### src/include/csm_pkg.sv
// Purpose: shared constants for the codec serial mode control block
// Assumes: one clock; the serial clock equals the block clock
// Notes:   field positions, register addresses, reset values, frame rates
package csm_pkg;
  // ****************************************************************
  // serial word layout
  // ****************************************************************
  localparam int WORD_W      = 16;     // bits in every serial frame
  localparam int CTL_FLAG    = 15;     // 1 = control word
  localparam int RW_BIT      = 14;     // 1 = read back, 0 = write
  localparam int DEV_HI      = 13;     // device address field top
  localparam int DEV_LO      = 11;     // device address field bottom
  localparam int REG_HI      = 10;     // register address field top
  localparam int REG_LO      = 8;      // register address field bottom
  localparam int DATA_HI     = 7;      // register data field top
  // ****************************************************************
  // register addresses inside a control word
  // ****************************************************************
  localparam logic [2:0] REG_FIRST   = 3'h0; // first_control_reg
  localparam logic [2:0] REG_CLKDIV  = 3'h1; // clock_divider_reg
  localparam logic [2:0] REG_POWER   = 3'h2; // power register
  localparam logic [2:0] REG_GAIN    = 3'h3; // gain_mute_control
  localparam logic [2:0] REG_ADVANCE = 3'h4; // output_advance_control
  // ****************************************************************
  // first_control_reg fields
  // ****************************************************************
  localparam int MODE_POS    = 0;      // operating_mode_bit
  localparam int MIXED_POS   = 1;      // mixed_bit
  localparam int ALB_POS     = 2;      // analog_loopback_bit
  localparam int DLB_POS     = 3;      // digital_loopback_bit
  localparam int DCNT_LO     = 4;      // device_count_field bottom
  localparam int DCNT_HI     = 6;      // device_count_field top
  localparam int SWRST_POS   = 7;      // software reset request
  // ****************************************************************
  // gain and advance fields
  // ****************************************************************
  localparam int MUTE_POS    = 7;      // output mute, 1 mutes
  localparam int MODRST_POS  = 3;      // modulator_reset_bit
  localparam int BYPASS_POS  = 5;      // interpolator_bypass_bit
  localparam logic [7:0] ADV_WMASK = 8'h3F; // bits 6 and 7 stay zero
  // ****************************************************************
  // reset values and frame rates
  // ****************************************************************
  localparam logic [7:0]  REG_RST   = 8'h00; // every register
  localparam logic [15:0] WORD_RST  = 16'h0000; // data words
  localparam int SLOW_DIV    = 2048;   // frame period after reset
  localparam int FAST_DIV    = 256;    // frame period after clock setup
  localparam int LOOP_DELAY  = 16;     // digital loop-back delay, cycles
endpackage

### src/csm_buf2.sv
// Purpose: two-entry valid/ready buffer on the transmit word path
// Assumes: single clock, asynchronous active-high reset
// Notes:   full and empty are exact; no word is dropped on a stall
`timescale 1ns/1ns
module csm_buf2 #(
  parameter int W = 16
) (
  // clock and reset
  input  wire logic         clk,
  input  wire logic         reset,
  // filling side
  input  wire logic         inValid,
  input  wire logic [W-1:0] inData,
  output logic              inReady,
  // draining side
  output logic              outValid,
  output logic [W-1:0]      outData,
  input  wire logic         outReady
);
  // ****************************************************************
  // storage
  // ****************************************************************
  logic [W-1:0] slot_ff [2];   // two words
  logic         rdPtr_ff;      // oldest slot
  logic         wrPtr_ff;      // next free slot
  logic [1:0]   count_ff;      // words held
  logic         doPush;        // accepted write
  logic         doPop;         // accepted read

  initial begin
    if (W < 1) $error("csm_buf2: width must be positive");
  end

  assign inReady  = (count_ff != 2'd2);
  assign outValid = (count_ff != 2'd0);
  assign outData  = slot_ff[rdPtr_ff];
  assign doPush   = inValid && inReady;
  assign doPop    = outValid && outReady;

  // write slot
  always_ff @(posedge clk) begin
    if (doPush) begin
      slot_ff[wrPtr_ff] <= inData;
    end
  end

  // pointers and fill count
  always_ff @(posedge clk or posedge reset) begin
    if (reset) begin
      rdPtr_ff <= 1'b0;
      wrPtr_ff <= 1'b0;
      count_ff <= 2'd0;
    end else begin
      if (doPush) wrPtr_ff <= ~wrPtr_ff;
      if (doPop) rdPtr_ff <= ~rdPtr_ff;
      count_ff <= count_ff + {1'b0, doPush} - {1'b0, doPop};
    end
  end
endmodule // csm_buf2

### src/csm_core.sv
// Purpose: serial frame interpreter and operating-mode logic
// Assumes: serial bits move one per clk; frame syncs lead words by one cycle
// Notes:   words arriving while one is still pending are dropped
`timescale 1ns/1ns
module csm_core #(
  parameter int SLOW_DIV = csm_pkg::SLOW_DIV,
  parameter int FAST_DIV = csm_pkg::FAST_DIV
) (
  // clock and reset
  input  wire logic        clk,
  input  wire logic        reset,
  // serial link
  input  wire logic        serialEnable,
  input  wire logic        serialIn,
  input  wire logic        inputFrameSync,
  output logic             serialOut,
  output logic             outputFrameSync,
  // converter side
  input  wire logic        adcValid,
  input  wire logic [15:0] adcSample,
  output logic [15:0]      dacData,
  output logic             dacLoad,
  // register contents
  output logic [2:0]       inputGainSel,
  output logic [2:0]       outputGainSel,
  output logic             modulatorReset,
  output logic             outputMute,
  output logic [4:0]       converterAdvance,
  output logic             interpolatorBypass,
  output logic [7:0]       powerControl,
  output logic [7:0]       clockDividerReg,
  // mode status
  output logic             dataMode,
  output logic             mixedMode,
  output logic             analogLoopback,
  output logic             digitalLoopback
);
  // ****************************************************************
  // declarations
  // ****************************************************************
  localparam int DIV_W = $clog2(SLOW_DIV);
  localparam int WW    = csm_pkg::WORD_W;

  initial begin
    if (FAST_DIV < 2 * WW + 2 || SLOW_DIV < FAST_DIV)
      $error("csm_core: frame periods too short for 16-bit frames");
  end

  logic [7:0]       firstReg_ff;     // first_control_reg
  logic [7:0]       clkReg_ff;       // clock_divider_reg
  logic [7:0]       powerReg_ff;     // power register
  logic [7:0]       gainReg_ff;      // gain_mute_control
  logic [7:0]       advReg_ff;       // output_advance_control
  logic             fastRate_ff;     // clock register has been written
  logic [DIV_W-1:0] frameCnt_ff;     // frame period counter
  logic             frameEvt;        // output sample event
  logic             rxBusy_ff;       // receiving a word
  logic [3:0]       rxBit_ff;        // received bit count
  logic [WW-1:0]    rxShift_ff;      // receive shifter
  logic             rxDone;          // last bit arrives now
  logic [WW-1:0]    rxWordIn;        // completed word
  logic [WW-1:0]    pendWord_ff;     // word waiting for interpretation
  logic             pend_ff;         // pending word held
  logic [2:0]       slotCnt_ff;      // data frame position in cascade
  logic [2:0]       devCount;        // device_count_field
  logic             isCtl;           // pending word is control
  logic             ctlMine;         // control word for this device
  logic             needTx;          // word must be sent out
  logic [WW-1:0]    txWordReq;       // word to send
  logic             doWork;          // interpret pending word now
  logic             isSample;        // pending word is a sample
  logic             bufValid;        // buffer holds a word
  logic [WW-1:0]    bufData;         // oldest buffered word
  logic             bufReady;        // buffer has room
  logic             txTake;          // transmitter takes a word
  logic             txBusy_ff;       // sending a word
  logic [3:0]       txBit_ff;        // sent bit count
  logic [WW-1:0]    txShift_ff;      // transmit shifter
  logic [WW-1:0]    loopData_ff;     // digital loop-back data delay
  logic [WW-1:0]    loopSync_ff;     // digital loop-back sync delay
  logic [7:0]       selReg;          // register picked for read back
  logic [WW-1:0]    adcOut;          // sample as sent to the host

  assign dataMode        = firstReg_ff[csm_pkg::MODE_POS];
  assign mixedMode       = firstReg_ff[csm_pkg::MIXED_POS] & dataMode;
  assign analogLoopback  = firstReg_ff[csm_pkg::ALB_POS];
  assign digitalLoopback = firstReg_ff[csm_pkg::DLB_POS];
  assign devCount        = firstReg_ff[csm_pkg::DCNT_HI:csm_pkg::DCNT_LO];

  // register fields to the converter side
  assign inputGainSel       = gainReg_ff[2:0];
  assign modulatorReset     = gainReg_ff[csm_pkg::MODRST_POS];
  assign outputGainSel      = gainReg_ff[6:4];
  assign outputMute         = gainReg_ff[csm_pkg::MUTE_POS];
  assign converterAdvance   = advReg_ff[4:0];
  assign interpolatorBypass = advReg_ff[csm_pkg::BYPASS_POS];
  assign powerControl       = powerReg_ff;
  assign clockDividerReg    = clkReg_ff;

  // ****************************************************************
  // frame timing
  // ****************************************************************

  // output sample events, slow until the clock register is set
  always_ff @(posedge clk or posedge reset) begin
    if (reset) begin
      frameCnt_ff <= '0;
    end else if (!serialEnable) begin
      frameCnt_ff <= '0;
    end else if (frameEvt) begin
      frameCnt_ff <= '0;
    end else begin
      frameCnt_ff <= frameCnt_ff + 1'b1;
    end
  end

  assign frameEvt = serialEnable &&
    (fastRate_ff ? (frameCnt_ff == DIV_W'(FAST_DIV - 1))
                 : (frameCnt_ff == DIV_W'(SLOW_DIV - 1)));

  // ****************************************************************
  // receiver
  // ****************************************************************

  // shift in 16 bits after each input frame sync
  always_ff @(posedge clk or posedge reset) begin
    if (reset) begin
      rxBusy_ff  <= 1'b0;
      rxBit_ff   <= 4'd0;
      rxShift_ff <= csm_pkg::WORD_RST;
    end else begin
      if (inputFrameSync && (!rxBusy_ff || rxDone)) begin
        rxBusy_ff <= 1'b1;                 // continuous frames allowed
        rxBit_ff  <= 4'd0;
      end else if (rxDone) begin
        rxBusy_ff <= 1'b0;
      end else if (rxBusy_ff) begin
        rxBit_ff <= rxBit_ff + 4'd1;
      end
      if (rxBusy_ff) begin
        rxShift_ff <= {rxShift_ff[WW-2:0], serialIn};
      end
    end
  end

  assign rxDone   = rxBusy_ff && (rxBit_ff == 4'd15);
  assign rxWordIn = {rxShift_ff[WW-2:0], serialIn};

  // ****************************************************************
  // interpretation
  // ****************************************************************
  assign isCtl   = pendWord_ff[csm_pkg::CTL_FLAG]
                   && (!dataMode || mixedMode);
  assign ctlMine = isCtl &&
    (pendWord_ff[csm_pkg::DEV_HI:csm_pkg::DEV_LO] == 3'd0);

  // read back picks the addressed register
  always_comb begin
    unique case (pendWord_ff[csm_pkg::REG_HI:csm_pkg::REG_LO])
      csm_pkg::REG_FIRST:   selReg = firstReg_ff;
      csm_pkg::REG_CLKDIV:  selReg = clkReg_ff;
      csm_pkg::REG_POWER:   selReg = powerReg_ff;
      csm_pkg::REG_GAIN:    selReg = gainReg_ff;
      csm_pkg::REG_ADVANCE: selReg = advReg_ff;
      default:              selReg = csm_pkg::REG_RST;
    endcase
  end

  // forwarded or read-back words go out through the buffer
  always_comb begin
    needTx    = 1'b0;
    txWordReq = pendWord_ff;
    if (isCtl && !ctlMine) begin
      needTx    = 1'b1;
      txWordReq[csm_pkg::DEV_HI:csm_pkg::DEV_LO] =
        pendWord_ff[csm_pkg::DEV_HI:csm_pkg::DEV_LO] - 3'd1;
    end else if (ctlMine && pendWord_ff[csm_pkg::RW_BIT]) begin
      needTx    = 1'b1;
      txWordReq = {pendWord_ff[WW-1:8], selReg};
    end
  end

  assign doWork   = pend_ff && (!needTx || bufReady);
  assign isSample = dataMode && !isCtl && !analogLoopback;

  // hold one received word until it can be interpreted
  always_ff @(posedge clk or posedge reset) begin
    if (reset) begin
      pend_ff     <= 1'b0;
      pendWord_ff <= csm_pkg::WORD_RST;
    end else if (rxDone && !digitalLoopback && (!pend_ff || doWork)) begin
      pend_ff     <= 1'b1;
      pendWord_ff <= rxWordIn;
    end else if (doWork) begin
      pend_ff     <= 1'b0;
    end
  end

  // position of each data frame within the cascade
  always_ff @(posedge clk or posedge reset) begin
    if (reset) begin
      slotCnt_ff <= 3'd0;
    end else if (!dataMode) begin
      slotCnt_ff <= 3'd0;
    end else if (doWork && isSample) begin
      slotCnt_ff <= (slotCnt_ff == devCount) ? 3'd0
                                             : slotCnt_ff + 3'd1;
    end
  end

  // converter register loads
  always_ff @(posedge clk or posedge reset) begin
    if (reset) begin
      dacData <= csm_pkg::WORD_RST;
      dacLoad <= 1'b0;
    end else begin
      dacLoad <= 1'b0;
      if (analogLoopback && adcValid) begin
        dacData <= adcSample;
        dacLoad <= 1'b1;
      end else if (doWork && isSample && slotCnt_ff == devCount) begin
        dacData <= mixedMode ? {pendWord_ff[WW-2:0], 1'b0}
                             : pendWord_ff;
        dacLoad <= 1'b1;
      end
    end
  end

  // control register writes
  always_ff @(posedge clk or posedge reset) begin
    if (reset) begin
      firstReg_ff <= csm_pkg::REG_RST;
      clkReg_ff   <= csm_pkg::REG_RST;
      powerReg_ff <= csm_pkg::REG_RST;
      gainReg_ff  <= csm_pkg::REG_RST;
      advReg_ff   <= csm_pkg::REG_RST;
      fastRate_ff <= 1'b0;
    end else if (doWork && ctlMine && !pendWord_ff[csm_pkg::RW_BIT]) begin
      unique case (pendWord_ff[csm_pkg::REG_HI:csm_pkg::REG_LO])
        csm_pkg::REG_FIRST: begin
          if (pendWord_ff[csm_pkg::SWRST_POS]) begin
            firstReg_ff <= csm_pkg::REG_RST;   // software reset request
          end else begin
            firstReg_ff <= pendWord_ff[7:0];
            if (!mixedMode) begin
              firstReg_ff[csm_pkg::ALB_POS] <= analogLoopback
                | pendWord_ff[csm_pkg::ALB_POS];
              firstReg_ff[csm_pkg::DLB_POS] <= digitalLoopback
                | pendWord_ff[csm_pkg::DLB_POS];
            end
          end
        end
        csm_pkg::REG_CLKDIV: begin
          clkReg_ff   <= pendWord_ff[7:0];
          fastRate_ff <= 1'b1;
        end
        csm_pkg::REG_POWER:   powerReg_ff <= pendWord_ff[7:0];
        csm_pkg::REG_GAIN:    gainReg_ff  <= pendWord_ff[7:0];
        csm_pkg::REG_ADVANCE: advReg_ff   <= pendWord_ff[7:0]
                                             & csm_pkg::ADV_WMASK;
        default: ;                             // unused register address
      endcase
    end
  end

  // ****************************************************************
  // transmit buffer
  // ****************************************************************
  csm_buf2 #(
    .W (WW)
  ) u_txBuf (
    .clk      (clk),
    .reset    (reset),
    .inValid  (pend_ff && needTx),
    .inData   (txWordReq),
    .inReady  (bufReady),
    .outValid (bufValid),
    .outData  (bufData),
    .outReady (txTake)
  );

  // ****************************************************************
  // transmitter
  // ****************************************************************
  assign txTake = frameEvt && bufValid && !digitalLoopback;
  assign adcOut = mixedMode ? {1'b0, adcSample[WW-2:0]}
                            : adcSample;

  // one word per sample event, queued words before samples
  always_ff @(posedge clk or posedge reset) begin
    if (reset) begin
      txBusy_ff  <= 1'b0;
      txBit_ff   <= 4'd0;
      txShift_ff <= csm_pkg::WORD_RST;
    end else if (frameEvt) begin
      txBusy_ff  <= 1'b1;
      txBit_ff   <= 4'd0;
      txShift_ff <= bufValid ? bufData : adcOut;
    end else if (txBusy_ff) begin
      txShift_ff <= {txShift_ff[WW-2:0], 1'b0};
      txBit_ff   <= txBit_ff + 4'd1;
      if (txBit_ff == 4'd15) txBusy_ff <= 1'b0;
    end
  end

  // digital loop-back delay lines
  always_ff @(posedge clk or posedge reset) begin
    if (reset) begin
      loopData_ff <= csm_pkg::WORD_RST;
      loopSync_ff <= csm_pkg::WORD_RST;
    end else begin
      loopData_ff <= {loopData_ff[WW-2:0], serialIn};
      loopSync_ff <= {loopSync_ff[WW-2:0], inputFrameSync};
    end
  end

  // serial output pins
  always_ff @(posedge clk or posedge reset) begin
    if (reset) begin
      serialOut       <= 1'b0;
      outputFrameSync <= 1'b0;
    end else if (digitalLoopback) begin
      serialOut       <= loopData_ff[csm_pkg::LOOP_DELAY-2];
      outputFrameSync <= loopSync_ff[csm_pkg::LOOP_DELAY-2];
    end else begin
      serialOut       <= frameEvt ? 1'b0 : (txBusy_ff & txShift_ff[WW-1]);
      outputFrameSync <= frameEvt;
    end
  end
endmodule // csm_core

### config.mk
export PLATFORM = sky130hd
export DESIGN_NAME = csm_core
export DESIGN_NICKNAME = d
export VERILOG_FILES = /design/src/include/csm_pkg.sv /design/src/csm_buf2.sv /design/src/csm_core.sv
export SDC_FILE = /design/constraint.sdc
export NUM_CORES = 1
export LEC_CHECK = 0
export BUFFER_PORTS_ARGS = -buffer_cell sky130_fd_sc_hd__buf_2
export CORE_ASPECT_RATIO = 1.5
export CORE_MARGIN = 3
export CORE_UTILIZATION = 47
export CTS_CLUSTER_DIAMETER = 200
export DETAILED_ROUTE_END_ITERATION = 7
export GPL_TIMING_DRIVEN = 1
export PLACE_DENSITY = 0.66
export SLEW_MARGIN = 30
export SYNTH_ARGS = -nofsm -noshare
export SYNTH_HDL_FRONTEND = slang
export SYNTH_SLANG_ARGS = --single-unit
export TNS_END_PERCENT = 20
### constraint.sdc
create_clock -name clk -period 14.35 [get_ports clk]
set_input_delay 2.87 -clock clk [delete_from_list [all_inputs] [get_ports clk]]
set_output_delay 2.87 -clock clk [all_outputs]
set_load 0.005 [all_outputs]
# ---- After elaboration in Yosys (flattened, before gate mapping)
# Memory sizes are Yosys's and may differ from the RTL's.
# Index checks and enable logic that the tools add are counted.
dict set report word_totals {
  ff_bits 164
  latch_bits 0
  ramBits 32
  romBits 0
  inputBits 22
  out_inout_bits 53
  elab_cells 140
  n_memories 1
}
# name words width read_ports rd_clocked_by_memory_dff write_ports line
set memory_table {}
lappend memory_table {u_txBuf.slot_ff 2 16 1 0 1 csm_buf2.sv:23} ;# logic [W-1:0] slot_ff [2];
dict set report classes {
  n_addsub 7
  mul 0
  n_div 0
  magnitude_cmp 0
  eq_ne 12
  shift 0
  n_mux 40
  bitwise 6
  n_reduce_logical 49
}
# op count
set op_table {}
lappend op_table {{16-bit two-way mux} 7}
lappend op_table {{8-bit one-hot mux with 5 select lines} 1}
lappend op_table {{1-bit logical AND} 22}
lappend op_table {{11-bit two-way mux} 2}
lappend op_table {{4-bit two-way mux} 5}
lappend op_table {{1-bit two-way mux} 17}
lappend op_table {{8-bit two-way mux} 2}
lappend op_table {{3-bit two-way mux} 4}
lappend op_table {{2-bit AND reduction} 6}
lappend op_table {{2-bit nonzero test} 6}
lappend op_table {{11-bit by 1-bit adder with 11-bit output, second input constant} 1}
lappend op_table {{11-bit equality test, second input constant} 1}
lappend op_table {{11-bit by 8-bit equality test with 1-bit output, second input constant} 1}
lappend op_table {{1-bit zero test} 9}
lappend op_table {{4-bit by 1-bit adder with 4-bit output, second input constant} 2}
lappend op_table {{4-bit equality test, second input constant} 2}
lappend op_table {{7-bit two-way mux} 1}
lappend op_table {{3-bit by 2-bit equality test with 1-bit output, second input constant} 2}
lappend op_table {{3-bit zero test} 2}
lappend op_table {{1-bit logical OR} 4}
lappend op_table {{2-bit by 1-bit != test with 1-bit output, second input constant} 2}
lappend op_table {{3-bit by 1-bit adder with 3-bit output, second input constant} 1}
lappend op_table {{3-bit by 1-bit equality test with 1-bit output, second input constant} 1}
lappend op_table {{3-bit equality test} 1}
lappend op_table {{other kinds (9)} 12}

# ---- Depth between registers and ports, before layout
dict set report logic_depth {
  depth_word 14
  mapped_depth 9
  depth_no_buf 9
}

# ---- Modules after synthesis
# Synthesis repeated with hierarchy kept, for this count alone.
dict set report hier_totals {
  hier_cells 647
  area_unflattened_um2 8572.0
}
# module n_inst cells_each area_per_inst_um2 seq_area_each_um2
set modules_own_cells {}
lappend modules_own_cells {csm_core 1 579 7205.7 3978.8}
lappend modules_own_cells {csm_buf2 1 68 1366.3 1061.0}

# ---- Worst setup path after synthesis
# No wires, ideal clock.
dict set report synth_path {
  path_kind {input to register}
  from {in serialEnable}
  to {reg u_txBuf.count_ff[1]}
  setup_time_ps 80
  arrival_time_ps 4088
  required_time_ps 14270
  slack_ps 10182
  stages 7
  n_path_buf 0
  cell_sequence {o2111ai_2 -> nor3_1 -> ha_1 -> inv_1 -> ha_1 -> xnor2_1 -> xnor2_1}
}
dict set report synth_via {
  elab_chain_cells 5
}
# element line
set synth_rtl {}
lappend synth_rtl {{from (decl)} csm_core.sv:13} ;# input wire logic serialEnable,
lappend synth_rtl {{1-bit logical AND} csm_core.sv:117} ;# assign frameEvt = serialEnable &&
lappend synth_rtl {{1-bit logical AND (2 in series)} csm_core.sv:285} ;# assign txTake = frameEvt && bufValid && !digitalLoopback;
lappend synth_rtl {{1-bit logical AND} csm_buf2.sv:38} ;# assign doPop = outValid && outReady;
lappend synth_rtl {{net u_txBuf.doPop} csm_buf2.sv:28} ;# logic doPop;
lappend synth_rtl {{2-bit by 1-bit subtractor with 2-bit output} csm_buf2.sv:56} ;# count_ff <= count_ff + {1'b0, doPush} - {1'b0, doPop};
lappend synth_rtl {{to (signal assigned)} csm_buf2.sv:56}
lappend synth_rtl {{to (decl)} csm_buf2.sv:26} ;# logic [1:0] count_ff;
# The timed path passes the listed nets, and every way through them passes these cells.
# A chain may end at the register's enable or synchronous reset.

# ---- Worst setup path in the final report
dict set report layout_path {
  from {reg firstReg_ff[0]}
  to {out mixedMode}
}
dict set report layout_via {
  elab_chain_cells 1
}
# element line
set layout_rtl {}
lappend layout_rtl {{from (decl)} csm_core.sv:49} ;# logic [7:0] firstReg_ff;
lappend layout_rtl {{from (signal assigned)} csm_core.sv:232} ;# firstReg_ff <= csm_pkg::REG_RST;
lappend layout_rtl {{from (signal assigned)} csm_core.sv:242} ;# firstReg_ff <= csm_pkg::REG_RST;
lappend layout_rtl {{from (signal assigned)} csm_core.sv:244} ;# firstReg_ff <= pendWord_ff[7:0];
lappend layout_rtl {{1-bit AND} csm_core.sv:85} ;# assign mixedMode = firstReg_ff[csm_pkg::MIXED_POS] & dataMode;
lappend layout_rtl {{to (decl)} csm_core.sv:34} ;# output logic mixedMode,
# No other way between the ends.

==> results.toml <==
[setup_path]
critical-path-slowest-cell = "dfrtp_1"
max_stage_delay_ps = 580
critical-path-top-delay-family = "flip-flops"
critical_path_peak_fanout = 19
critical_path.n_buffers_inverters = 2
rr_endpoint = "u_txBuf.slot_ff[1][3]"
worst-r2r-cell-count = 6
timing.critical_path.required_ps = 11480
critical_path.cell_chain = "nand2_1 -> inv_1 -> buf_2"
setup.worst_path.start_class = "flip-flop"
worstSetupEndpointType = "primary output"
arrival_ps = 1900
regToRegStartpoint = "pendWord_ff[11]"
worst-setup-path-type = "flip-flop to primary output"
timing.reg2reg.setup_slack_ps = 11660

[timing]
tns_ps = 0
report.final.setup_viol = 0
tightestPinTransition_ps = 928
min_period_ps = 4770
final_min_period_over_clock_period_pct = 33.2
slew_headroom_pct = 38.2
report.final.slew_viol_count = 0
finalHoldViolations = 0
post_route_setup_slack_ps = 9580
skew_ps = 10.9
grt_setup_unrepaired = "false"
fmax_mhz = 210

[placed_design]
post-dp-hpwl_mm = 13.3
place_area_um2 = 8990
place.port_buffers = 74
gp_routability_congestion = 0.839
dp_worst_setup_slack_ps = 9730

[clocking]
clock_tree.buffer_depth = 2
postCtsHoldBufs = 0
postCtsSetupBuffers = 0
cts.repair.resized = 0
tritoncts = "yes"
clock_sink_count = 195
cts_buffers = 17
ctsRootBufferMaster = "clkbuf_16"
cts.clk_slew.worst_paths_ps = 70
htreeDepth = 4
worstSkewPairLatency_ps = 430

[power]
share_clk_of_total_power_pct = 31.8
intPower_mw = 1.01
power_switching_share_pct = 30.2
powerDensity_nw_per_um2 = 152
comb_pwr_share_pct = 16.6
worst_ir_drop_vdd_mv = 0.0871
leakagePower_nw = 4.15
power_switching_mw = 0.439
power_share_of_the_sequential_group_pct = 51.6

[cells_and_area]
util_after_layout_pct = 54.7
num-nets-final = 752
finalInstanceArea_um2 = 9580
layout_commonest_cell = "dfrtp_1"
area_delta_synth_final_pct = 13.2
commonest_non_fill_non_tap_cells_in_the_layout = "dfrtp_1, buf_2, mux2_2, mux2i_1, nand2_1"
final_layout_size_suffix_gt1_share_pct = 25.9
num_antenna_cells = 0

[detailed_routing]
finalWirelength_mm = 18.6
antenna_violating_nets_post_route = 0
route.detailed.wl_per_inst_um = 19.6
firstDrtPassIters = 4
drt-vias-per-instance = 5.67
drc_errors = 0
route.vias.total = 5376
initial_drc_count = 277

[die]
initial_core_util_pct = 48.4
die-area_um2 = 19700
pin_count = 75
die_w_um = 116
die_y_um = 170
floorplan.core_area_um2 = 17500
rows = 59

[logic_synthesis]
postSynthRegisterBits = 195
yosysSeqAreaShare_pct = 59.6
synth.lib_cells_used.distinct = 60
postSynth.asyncResetShare_pct = 83.6
synth_top_flop_cell = "dfrtp_1"
synth-edff-count = 32
syn_nets = 690
synthesis.area_per_instance_um2 = 12.8
yosysWarnings = 0
synthesis.area_um2 = 8460
post_synth_main_area_contributors = "dfrtp_1, edfxtp_1, mux2_2"
netlist.area_leader.share_pct = 48.2
post-synth-top-area-cell = "dfrtp_1"
syn_inst = 660

[worst_hold_path]
min-delay-path-class = "flip-flop to flip-flop"
min_path_cells = 0
startpoint_of_the_lowest_slack_hold_path = "loopSync_ff[2]"
hold_path_end = "loopSync_ff[3]"

[global_route]
grt_overflow = 0
antenna_found_initial = 0
grt_first_pass_wirelength_mm = 30.1
first_global_vias = 5607
grt_start_max_net_pins = 91
grt_use_total_pct = 19.9

[run]
max_cap_violations = 0

[outcome]
run_status = "completed"
## per-layer routing
layer  vias up  routed length, um  global-route usage (%)
met5         -                  0                       0
met4         0                432                    7.87
met3        34                769                    3.31
met2       123               9430                    33.7
met1      2684               7950                    25.4
li1       2535                  -                       -
## stage by stage
| step | cells | total power, mW | hold WS (ps) |
|---|---|---|---|
| floorplan | 660 | 0.908 | 331 |
| global placement | 916 | 0.985 | 336 |
| detailed placement | 916 | 1.00 | 335 |
| CTS | 948 | 1.47 | 346 |
| global route | 948 | 1.52 | 356 |
| finish | 948 | 1.45 | 342 |
## Yosys cell counts (all sizes together) (12+ instances only)
cell,count
mux2i,45
a2111oi,13
clkbuf,27
a211oi,14
a21oi,33
nand2,41
o31ai,15
nand3,13
mux2,68
nor2,37
edfxtp,32
dfrtp,163
and2,12
## final cells by class
type / instances / area (um^2)
clock buffers: 21 / 462
clock inverters: 11 / 115
fillers: 1486 / 7920
inverters: 11 / 46.3
multi-input cells: 418 / 3230
flip-flops and latches: 195 / 5040
well taps: 213 / 267
repair buffers: 79 / 412
## cell families after synthesis
logic type               after synthesis  share of synthesized area [%]
multiplexers                         114                           14.6
AND/OR/NAND/NOR                      156                           10.1
flip-flops                           195                           59.6
XOR/XNOR                              22                           2.28
AO/OA/AOI/OAI                        118                           9.88
buffers and inverters                 47                           2.31
adder cells (fa/ha/maj)                8                           1.18
## registers in the layout, summed over array words and instances, names as in the netlist, 2 cells and up
name / count
u_txBuf.slot_ff: 32
dacData: 16
pendWord_ff: 16
txShift_ff: 16
loopData_ff: 15
loopSync_ff: 15
rxShift_ff: 15
frameCnt_ff: 11
clockDividerReg: 8
gainReg_ff: 8
powerControl: 8
firstReg_ff: 7
advReg_ff: 6
rxBit_ff: 4
txBit_ff: 4
slotCnt_ff: 3
u_txBuf.count_ff: 2
## power groups by stage
stage	Clock, mW	Sequential (mW)	Combinational [mW]
after CTS	0.473	0.749	0.243
after global placement	0	0.754	0.231
after global routing	0.497	0.760	0.264
after floorplan	0	0.699	0.209
after detailed placement	0	0.760	0.243
final	0.463	0.750	0.241
## worst max path at each step
stage | cells after the start | to | slack (ps) | startpoint
CTS | 3 | mixedMode | 9540 | firstReg_ff[0]
global placement | 9 | u_txBuf.count_ff[1] | 9840 | serialEnable
global route | 3 | mixedMode | 9400 | firstReg_ff[0]
detailed placement | 9 | u_txBuf.count_ff[1] | 9730 | serialEnable
floorplan | 1 | advReg_ff[0] | 7080 | reset
finish | 3 | mixedMode | 9580 | firstReg_ff[0]
## worst register-to-register path, stage by stage (launching register included)
cell,delay (ps)
dfrtp_1,450
inv_1,120
ha_1,260
nor3b_1,170
nand4b_1,350
nor2_1,330
and2_1,650
Power figures use the tool's default switching activity.
